[src/rtl/admc_regs.svh]
/*
 * constants of the analog die mode controller: clock rate and timing counts.
 * assumes the including file defines nothing with the same names.
 */
`ifndef ADMC_REGS_SVH
`define ADMC_REGS_SVH
`define ADMC_CLK_MHZ 200
`define ADMC_WINDOW_MS 80
`define ADMC_WINDOW_CYC (`ADMC_WINDOW_MS * 1000 * `ADMC_CLK_MHZ)
`define ADMC_RESET_HOLD_CYC 16
`define ADMC_IRQ_PULSE_CYC 16
`endif

[src/rtl/admc_pkg.sv]
/*
 * types of the analog die mode controller.
 * assumes the constants header is included by the modules.
 */
package admc_pkg;
  typedef enum logic [2:0] {
    ADMC_RESET = 3'b000,
    ADMC_NORM_REQ = 3'b001,
    ADMC_NORMAL = 3'b010,
    ADMC_STOP = 3'b011,
    ADMC_SLEEP = 3'b100
  } admc_mode_t;
endpackage

[src/rtl/admc_sync.sv]
/*
 * two flip-flop synchroniser for one asynchronous level.
 * assumes a single clock and an asynchronous active-low reset.
 */
`timescale 1ns/1ps
module admc_sync (
  input wire logic clk,
  input wire logic arst_n,
  input wire logic async_in,
  output logic sync_out
);
  logic meta_r;
  logic meta_nxt;
  logic sync_nxt;
  always_comb begin
    meta_nxt = async_in;
    sync_nxt = meta_r;
  end
  always_ff @(posedge clk or negedge arst_n) begin
    if (!arst_n) begin
      meta_r <= 1'b0;
      sync_out <= 1'b0;
    end else begin
      meta_r <= meta_nxt;
      sync_out <= sync_nxt;
    end
  end
endmodule

[src/rtl/admc_mode_ctrl.sv]
/*
 * operating mode controller of the analog die: reset, normal request,
 * normal, stop and sleep, with the power-on supervision deadline.
 * assumes control bits come from the spi register logic on clk and
 * that wake, bus and test levels are asynchronous pins.
 */
`timescale 1ns/1ps
`include "admc_regs.svh"
module admc_mode_ctrl #(
  parameter int unsigned WINDOW_CYC = `ADMC_WINDOW_CYC
) (
  input wire logic clk,
  input wire logic arst_n,
  input wire logic stop_bit,
  input wire logic sleep_bit,
  input wire logic power_stage_on_bit,
  input wire logic bus_wake_irq_enable,
  input wire logic wake_input_irq_enable,
  input wire logic watchdog_enable,
  input wire logic watchdog_timeout,
  input wire logic watchdog_bad_service,
  input wire logic flag_clear_wake_input,
  input wire logic flag_clear_bus_wake,
  input wire logic reset_flags_clear,
  input wire logic wake_up_input,
  input wire logic bus_wake_event,
  input wire logic factory_test_input,
  output logic [2:0] mode,
  output logic spi_regs_reset,
  output logic irq_enables_clear,
  output logic reset_line_o,
  output logic reset_line_oe,
  output logic irq_line_o,
  output logic irq_line_oe,
  output logic logic_supply_on,
  output logic supply_limited,
  output logic power_stages_enable,
  output logic bus_tx_enable,
  output logic bus_rx_enable,
  output logic watchdog_run,
  output logic wake_input_flag,
  output logic bus_wake_flag,
  output logic wake_input_wake_flag,
  output logic bus_wake_reset_flag,
  output logic watchdog_reset_flag
);
  admc_pkg::admc_mode_t st_r;
  admc_pkg::admc_mode_t st_nxt;
  logic [31:0] win_r;
  logic [31:0] win_nxt;
  logic [7:0] hold_r;
  logic [7:0] hold_nxt;
  logic [7:0] irq_r;
  logic [7:0] irq_nxt;
  logic wake_s;
  logic bus_s;
  logic test_s;
  logic wake_d_r;
  logic bus_d_r;
  logic wake_edge;
  logic bus_edge;
  logic wif_r;
  logic wif_nxt;
  logic bif_r;
  logic bif_nxt;
  logic wwf_r;
  logic wwf_nxt;
  logic bwf_r;
  logic bwf_nxt;
  logic wdf_r;
  logic wdf_nxt;
  logic wd_rst;
  logic stop_wake_w;
  logic stop_wake_b;
  logic sleep_wake;

  admc_sync u_sync_wake (.clk(clk), .arst_n(arst_n), .async_in(wake_up_input),
    .sync_out(wake_s));
  admc_sync u_sync_bus (.clk(clk), .arst_n(arst_n), .async_in(bus_wake_event),
    .sync_out(bus_s));
  admc_sync u_sync_test (.clk(clk), .arst_n(arst_n), .async_in(factory_test_input),
    .sync_out(test_s));

  always_ff @(posedge clk or negedge arst_n) begin
    if (!arst_n) begin
      wake_d_r <= 1'b0;
      bus_d_r <= 1'b0;
    end else begin
      wake_d_r <= wake_s;
      bus_d_r <= bus_s;
    end
  end

  // either edge on the wake input; rising edge of the qualified bus event
  assign wake_edge = wake_s ^ wake_d_r;
  assign bus_edge = bus_s & ~bus_d_r & ~test_s;

  assign wd_rst = watchdog_run & (watchdog_timeout | watchdog_bad_service);
  assign stop_wake_w = (st_r == admc_pkg::ADMC_STOP) & wake_edge & wake_input_irq_enable;
  assign stop_wake_b = (st_r == admc_pkg::ADMC_STOP) & bus_edge & bus_wake_irq_enable;
  assign sleep_wake = (st_r == admc_pkg::ADMC_SLEEP) & (wake_edge | bus_edge);

  always_comb begin
    st_nxt = st_r;
    win_nxt = win_r;
    hold_nxt = hold_r;
    irq_nxt = (irq_r != 8'h00) ? irq_r - 8'h01 : 8'h00;
    unique case (st_r)
      admc_pkg::ADMC_RESET: begin
        if (hold_r == 8'h00) begin
          st_nxt = admc_pkg::ADMC_NORM_REQ;
          win_nxt = 32'h0000_0000;
        end else begin
          hold_nxt = hold_r - 8'h01;
        end
      end
      admc_pkg::ADMC_NORM_REQ: begin
        if (power_stage_on_bit) begin
          st_nxt = admc_pkg::ADMC_NORMAL;
        end else if (!test_s) begin
          if (win_r >= WINDOW_CYC - 1) begin
            st_nxt = admc_pkg::ADMC_SLEEP;
          end else begin
            win_nxt = win_r + 32'h0000_0001;
          end
        end
      end
      admc_pkg::ADMC_NORMAL: begin
        if (sleep_bit) begin
          st_nxt = admc_pkg::ADMC_SLEEP;
        end else if (stop_bit) begin
          st_nxt = admc_pkg::ADMC_STOP;
        end
      end
      admc_pkg::ADMC_STOP: begin
        if (stop_wake_w | stop_wake_b) begin
          irq_nxt = 8'(`ADMC_IRQ_PULSE_CYC);
          st_nxt = admc_pkg::ADMC_NORMAL;
        end else if (sleep_bit) begin
          st_nxt = admc_pkg::ADMC_SLEEP;
        end
      end
      admc_pkg::ADMC_SLEEP: begin
        if (sleep_wake) begin
          st_nxt = admc_pkg::ADMC_RESET;
          hold_nxt = 8'(`ADMC_RESET_HOLD_CYC);
        end
      end
      default: begin
        st_nxt = admc_pkg::ADMC_RESET;
        hold_nxt = 8'(`ADMC_RESET_HOLD_CYC);
      end
    endcase
    if (wd_rst) begin
      st_nxt = admc_pkg::ADMC_RESET;
      hold_nxt = 8'(`ADMC_RESET_HOLD_CYC);
    end
  end

  // flags: set wins over clear
  always_comb begin
    wif_nxt = stop_wake_w | (wif_r & ~flag_clear_wake_input);
    bif_nxt = stop_wake_b | (bif_r & ~flag_clear_bus_wake);
    wwf_nxt = (sleep_wake & wake_edge) | (wwf_r & ~reset_flags_clear);
    bwf_nxt = (sleep_wake & bus_edge) | (bwf_r & ~reset_flags_clear);
    wdf_nxt = wd_rst | (wdf_r & ~reset_flags_clear);
    if (st_r == admc_pkg::ADMC_RESET) begin
      wif_nxt = 1'b0;
      bif_nxt = 1'b0;
    end
  end

  always_ff @(posedge clk or negedge arst_n) begin
    if (!arst_n) begin
      st_r <= admc_pkg::ADMC_RESET;
      win_r <= 32'h0000_0000;
      hold_r <= 8'(`ADMC_RESET_HOLD_CYC);
      irq_r <= 8'h00;
      wif_r <= 1'b0;
      bif_r <= 1'b0;
      wwf_r <= 1'b0;
      bwf_r <= 1'b0;
      wdf_r <= 1'b0;
    end else begin
      st_r <= st_nxt;
      win_r <= win_nxt;
      hold_r <= hold_nxt;
      irq_r <= irq_nxt;
      wif_r <= wif_nxt;
      bif_r <= bif_nxt;
      wwf_r <= wwf_nxt;
      bwf_r <= bwf_nxt;
      wdf_r <= wdf_nxt;
    end
  end

  assign mode = st_r;
  assign spi_regs_reset = (st_r == admc_pkg::ADMC_RESET);
  assign irq_enables_clear = (st_r == admc_pkg::ADMC_RESET);
  // reset low in reset and sleep
  assign reset_line_o = 1'b0;
  assign reset_line_oe = (st_r == admc_pkg::ADMC_RESET) | (st_r == admc_pkg::ADMC_SLEEP);
  assign irq_line_o = 1'b0;
  assign irq_line_oe = (irq_r != 8'h00);
  assign logic_supply_on = (st_r != admc_pkg::ADMC_SLEEP);
  assign supply_limited = (st_r == admc_pkg::ADMC_STOP);
  assign power_stages_enable = (st_r == admc_pkg::ADMC_NORMAL);
  assign bus_tx_enable = (st_r == admc_pkg::ADMC_NORMAL);
  assign bus_rx_enable = ~test_s & (st_r != admc_pkg::ADMC_RESET) &
    (st_r != admc_pkg::ADMC_NORM_REQ);
  assign watchdog_run = (st_r == admc_pkg::ADMC_NORMAL) & watchdog_enable;
  assign wake_input_flag = wif_r;
  assign bus_wake_flag = bif_r;
  assign wake_input_wake_flag = wwf_r;
  assign bus_wake_reset_flag = bwf_r;
  assign watchdog_reset_flag = wdf_r;
endmodule

[config.mk]
export PLATFORM = sky130hd
export DESIGN_NAME = admc_mode_ctrl
export DESIGN_NICKNAME = d
export VERILOG_FILES = /design/src/rtl/admc_pkg.sv /design/src/rtl/admc_sync.sv /design/src/rtl/admc_mode_ctrl.sv
export VERILOG_INCLUDE_DIRS = /design/src /design/src/rtl
export SDC_FILE = /design/constraint.sdc
export NUM_CORES = 1
export LEC_CHECK = 0
export BUFFER_PORTS_ARGS = -buffer_cell sky130_fd_sc_hd__buf_2
export CAP_MARGIN = 25
export CORE_UTILIZATION = 42
export CTS_BUF_LIST = sky130_fd_sc_hd__clkbuf_16
export CTS_CLUSTER_DIAMETER = 60
export DETAILED_ROUTE_END_ITERATION = 10
export PLACE_DENSITY = 0.6
export SYNTH_ARGS = -nofsm -noshare
export SYNTH_HDL_FRONTEND = slang
export SYNTH_SLANG_ARGS = --single-unit
[constraint.sdc]
create_clock -name clk -period 2.7 [get_ports clk]
set_clock_uncertainty 0.1 [all_clocks]
set_input_delay 0.27 -clock clk [delete_from_list [all_inputs] [get_ports clk]]
set_output_delay 0.27 -clock clk [all_outputs]
set_load 0.05 [all_outputs]
=== After elaboration in Yosys (flattened, before gate mapping) ===
Index checks and enable logic that the tools add are counted.
W data, S select, Z words.

* Add/subtract/negate cells: 3
* Multipliers: 0
* Divide/modulo/power cells: 0
* $lt $le $gt $ge: 1
* Equal/unequal tests: 18
* Shift operators: 0
* Muxes and demuxes: 25
* Bitwise logic cells: 33
* Reduce and logical (&&, ||, !) cells: 9

{| class="wikitable"
|+ Operator list
! cell !! number
|-
| $mux W32 || 4
|-
| $pmux W32 S2 || 1
|-
| $mux W8 || 6
|-
| $add A32 B1 Y32 const B || 1
|-
| $ge A32 B24 Y1 const B || 1
|-
| $mux W3 || 10
|-
| $pmux W8 S3 || 1
|-
| $and A1 B1 Y1 || 18
|-
| $sub A8 B1 Y8 const B || 2
|-
| $pmux W3 S5 || 1
|-
| $ne A3 B3 Y1 const B || 3
|-
| $or A1 B1 Y1 || 9
|-
| $logic_not A8 Y1 || 1
|-
| $ne A4 B4 Y1 const B || 2
|-
| $reduce_bool A8 Y1 || 1
|-
| $eq A3 B2 Y1 const B || 2
|-
| $ne A2 B2 Y1 const B || 3
|-
| $ne A3 B1 Y1 const B || 2
|-
| $reduce_and A6 Y1 || 1
|-
| $not A1 Y1 || 5
|-
| $reduce_and A5 Y1 || 1
|-
| $ne A2 B1 Y1 const B || 2
|-
| $ne A4 B2 Y1 const B || 1
|-
| $ne A4 B3 Y1 const B || 1
|-
| other kinds (9) || 10
|}

* Flip-flop bits (word level): 64
* Bits in latches: 0
* Bits in writable memories: 0
* ROM bits: 0
* Input port bits: 16
* Output and inout port bits: 20
* Logic and storage cells: 106
* Memories: 0

=== Logic depth before layout (Yosys ltp) ===
* Depth in word-level cells: 9
* Mapped depth: 8

=== By module ===
A second synthesis with hierarchy kept.

* Cells, all modules: 333
* Area total of the unflattened synthesis: 3210.6 um2

{| class="wikitable"
|+ Modules (own cells, without submodules)
! module !! times used !! cells each !! area an instance (um2)
|-
| admc_mode_ctrl || 1 || 327 || 3060.4
|-
| admc_sync || 3 || 2 || 50.0
|}

=== Worst setup path after synthesis ===
OpenSTA, ideal clock, no wires.

* Path kind: register to output
* Start: reg st_r[2], in the netlist mode[2]
* End: out spi_regs_reset
* Arrival: 2.229 ns
* Data required time: 2.330 ns
* Setup slack: 0.101 ns
* Cell stages (with the launch flop): 5
* Path through: dfrtp_1 -> clkbuf_1 -> nor3_1 -> clkbuf_1 -> buf_4

* Word-level cells in the longest chain between the ends: 1

{| class="wikitable"
|+ RTL lines
! what !! line !! source
|-
| start: declaration || admc_mode_ctrl.sv:47 || <nowiki>admc_pkg::admc_mode_t st_r;</nowiki>
|-
| start signal: assignment || admc_mode_ctrl.sv:175 || <nowiki>st_r <= admc_pkg::ADMC_RESET;</nowiki>
|-
| start signal: assignment || admc_mode_ctrl.sv:185 || <nowiki>st_r <= st_nxt;</nowiki>
|-
| $logic_not A3 Y1 || n/a ||
|-
| end: declaration || admc_mode_ctrl.sv:29 || <nowiki>output logic spi_regs_reset,</nowiki>
|}

Every way passes these cells.

=== Worst setup path in the final report ===
* Start: reg win_r[11]
* End: reg win_r[9]

* Word-level cells in the longest chain between the ends: 3

{| class="wikitable"
|+ RTL lines
! what !! line !! source
|-
| start: declaration || admc_mode_ctrl.sv:49 || <nowiki>logic [31:0] win_r;</nowiki>
|-
| start signal: assignment || admc_mode_ctrl.sv:186 || <nowiki>win_r <= win_nxt;</nowiki>
|-
| $ge A32 B24 Y1 || admc_mode_ctrl.sv:121 || <nowiki>if (win_r >= WINDOW_CYC - 1) begin</nowiki>
|-
| $ne A2 B2 Y1 (no line) || n/a ||
|-
| $reduce_and A5 Y1 (no line) || n/a ||
|}

Every way passes these cells.
A chain may end at the register's enable or synchronous reset.

==> flow_summary_export.csv <==
group,metric,value,unit
status,status,"finished, final reports clean",
global_route,grt_max_degree,65,
finish,layout_common_cells,"dfrtp_1, buf_2, nand2_1",
power_and_ir_drop,seq_power_share,0.323,
finish,finalNetCount,404,
sta,setup_viol,0,
worst_setup_path,worst-r2r-cell-count,6,
floorplanning,io_pins,36,
cts,cts.sinks,64,
finish,layout-area-overhead-vs-synth,19.4,%
worst_setup_path,slowest_delay,0.50,ns
synth,avgSynthCellArea,9.59,um^2
synth,synth.area.mux_share,0.00930,
sta,tightestPinTransition,0.801,ns
place,gp_congestion,0.770,
synth,synthFlopType,"dfrtp_1",
route,via_count,2711,
power_and_ir_drop,switching_share,0.424,
finish,fill_cells,686,
route,drcViolationCount,0,
global_route,grt_pass1_wl,12600,um
finish,utilization,0.526,
place,dpl.hpwl,4820,um
sta,slew_headroom,0.466,
floorplanning,fp-row-count,31,
cts,cts_tree,"yes",
synth,yosys_warnings,0,
global_route,grtUsageTotal,0.193,
synth,synth_edf_count,0,
power_and_ir_drop,switching_power,1660,uW
synth,seq_area_frac_synth,0.496,
sta,worst_hold_slack,0.0104,ns
sta,rsz0062_at_grt,"no",
global_route,antenna_found_initial,0,
finish,drive_above_1_share,0.183,
place,port_buffers,33,
cts,cts.clk_slew.worst_paths,0.05,ns
synth,synth_top_family_by_area,"simple AND/OR/NAND/NOR gates",
power_and_ir_drop,leakagePower,0.00170,uW
worst_setup_path,rrSetupSlack,0.24,ns
sta,post-route-period-util,0.911,
floorplanning,core_area,7330,um^2
synth,synth-simple-area-share,0.249,
route,wl_per_cell,14.7,um
sta,hold_violations,0,
worst_setup_path,critPathCapture,"win_r[9]$_DFFE_PN0P_",
sta,max_freq,0.406,GHz
worst_setup_path,crit_path_frequent_cell,"or4_1",
worst_setup_path,critical_path_class,"reg -> reg",
cts,cts_setup_buffers,0,
worst_setup_path,cpMaxStageDelayCell,"or4_1",
worst_setup_path,crit_required,2.84,ns
worst_setup_path,r2r-end,"win_r[9]$_DFFE_PN0P_",
synth,synth.cell_area,3230,um^2
job,cap_violations,0,
worst_setup_path,cp_max_fo,20,
cts,cts-root-buf,"clkbuf_16",
synth,synth_cells,337,
route,drtIter0Drc,128,
power_and_ir_drop,clock_power_share,0.252,
cts,insertion_delay,0.32,ns
synth,ys_ff_latch,64,
hold_path,hp-class,"in -> async",
cts,cts_made_buffers,9,
worst_setup_path,crit_chain,"or4_1 -> a311oi_2 -> o2111ai_1 -> buf_4 -> or4_1 -> a21oi_1",
floorplanning,dieArea,8050,um^2
worst_setup_path,arrival,2.60,ns
worst_setup_path,rr_startpoint,"win_r[11]$_DFFE_PN0P_",
sta,period_needed,2.46,ns
worst_setup_path,startpoint,"win_r[11]$_DFFE_PN0P_",
power_and_ir_drop,intPower,2260,uW
worst_setup_path,critPathCaptureType,"register",
finish,register_area,1600,um^2
synth,synth_xor_area_frac,0.0163,
global_route,grt_pass1_vias,2634,
synth,synth-compound-area-share,0.165,
power_and_ir_drop,ir_worst_vdd,0.759,mV
route,antenna_left,0,
synth,ys_async_sr_fraction,1.00,
cts,htreeDepth,3,
global_route,grt_overflow,0,
synth,synth_adder_area_share,0.0155,
finish,final_common_cell,"dfrtp_1",
sta,finalSetupTns,0,ns
cts,cts_buffer_depth,2,
power_and_ir_drop,combinationalPowerShare,0.425,
sta,slew_viol_final,0,
floorplanning,die_y,89.7,um
power_and_ir_drop,power,3920,uW
route,routed_wl,7160,um
floorplanning,dieWidth,89.7,um
power_and_ir_drop,powerDensity,1020,nW/um^2
floorplanning,start_util,0.441,
route,dr.pass1.iters,4,
finish,multi_input_area,1500,um^2
worst_setup_path,start_kind,"register",
finish,num_antenna_cells,0,
route,drt-vias-per-instance,5.57,
synth,synth.distinct_cells,55,
-- worst min-delay path by stage --
stage,to,slack [ns],depth (start not counted)
2_1_floorplan,bus_d_r$_DFF_PN0_,-0.13,0
3_3_place_gp,u_sync_bus.sync_out$_DFF_PN0_,0.23,0
3_5_place_dp,u_sync_test.sync_out$_DFF_PN0_,0.24,0
4_1_cts,irq_r[6]$_DFF_PN0_,0.06,2
5_1_grt,mode[1]$_DFFE_PN0P_,0.10,2
6_report,irq_r[5]$_DFF_PN0_,0.01,2
-- critical path: cells and delay by family, from the launching register on --
kind / cells / cell delay, ns
DFF: 1 / 0.42
buffers and inverters: 1 / 0.22
AOI/OAI and AO/OA: 3 / 0.72
and+or+nand+nor: 2 / 0.92
-- routing by layer --
layer	routed length (um)	GRT usage	up-vias
li1	-	-	1348
met1	3510	0.269	1307
met2	3290	0.293	45
met3	250	0.0347	11
met4	109	0.0861	0
met5	0	0	-
-- registers in the layout, indices dropped and copies added, names as in the netlist --
| name | cells |
|---|---|
| wake_input_wake_flag | 1 |
| u_sync_bus.sync_out | 1 |
| win_r | 32 |
| u_sync_wake.meta_r | 1 |
| watchdog_reset_flag | 1 |
| bus_wake_flag | 1 |
| u_sync_test.meta_r | 1 |
| u_sync_test.sync_out | 1 |
| wake_input_flag | 1 |
| u_sync_wake.sync_out | 1 |
| wake_d_r | 1 |
| u_sync_bus.meta_r | 1 |
| bus_d_r | 1 |
| irq_r | 8 |
| mode | 3 |
| bus_wake_reset_flag | 1 |
| hold_r | 8 |
-- power by group through the flow --
stage               Combinational (uW)  Sequential, uW  Clock, uW
floorplan                         1110            1370          0
global placement                  1620            1270          0
detailed placement                1640            1270          0
CTS                               1650            1260       1010
global route                      1830            1290       1050
finish                            1660            1270        987
-- per-stage QoR --
step | worst slack [ns] | instances | area [um^2]
after global routing | 0.0951 | 487 | 3860
after global placement | 0.219 | 469 | 3550
final | 0.239 | 487 | 3860
after detailed placement | 0.172 | 469 | 3550
after floorplan | 0.101 | 338 | 3230
after CTS | 0.144 | 487 | 3840
-- synth_stat cells, types with 3 or more instances --
cell,instances,share of area
nand4_1,9,0.017
and2_1,10,0.019
nand2_1,26,0.030
dfrtp_1,63,0.49
nor4_1,8,0.015
inv_1,17,0.020
a21oi_1,23,0.036
and3_1,3,0.0058
or4_1,13,0.030
nor3_1,7,0.011
a31oi_1,5,0.0097
mux2i_1,3,0.0093
ha_1,4,0.015
nor3b_1,4,0.0093
o21ai_0,16,0.025
nand2b_1,5,0.0097
nor2_1,22,0.026
or3_1,13,0.025
nand3_1,11,0.017
clkbuf_1,10,0.012
buf_4,4,0.0093
o31ai_1,12,0.028
xor2_1,4,0.011
-- kinds of logic (layout without fill, tap and decap cells) --
kind of cell    count (synthesis)  in the layout
simple gates                  144            144
compound gates                 81             81
flops                          64             64
buf+inv                        34             84
xor+xnor                        6              6
fa+ha+maj                       4              4
mux                             3              3
other cells                     1              2
-- what timing repair did --
item                                    CTS  global route
endpoints found under the hold margin     3             0
endpoints found under the setup margin    0             7
hold buffers                              3             0
resized for setup                         0             4
-- final cells by class --
class | instances | area share
multi-input cells | 240 | 0.388
repair buffers | 52 | 0.0827
inverters | 17 | 0.0165
clock inverters | 6 | 0.00714
well taps | 99 | 0.0321
flip-flops and latches | 64 | 0.416
clock buffers | 9 | 0.0584
No activity file was read; power rests on OpenSTA's default activity.
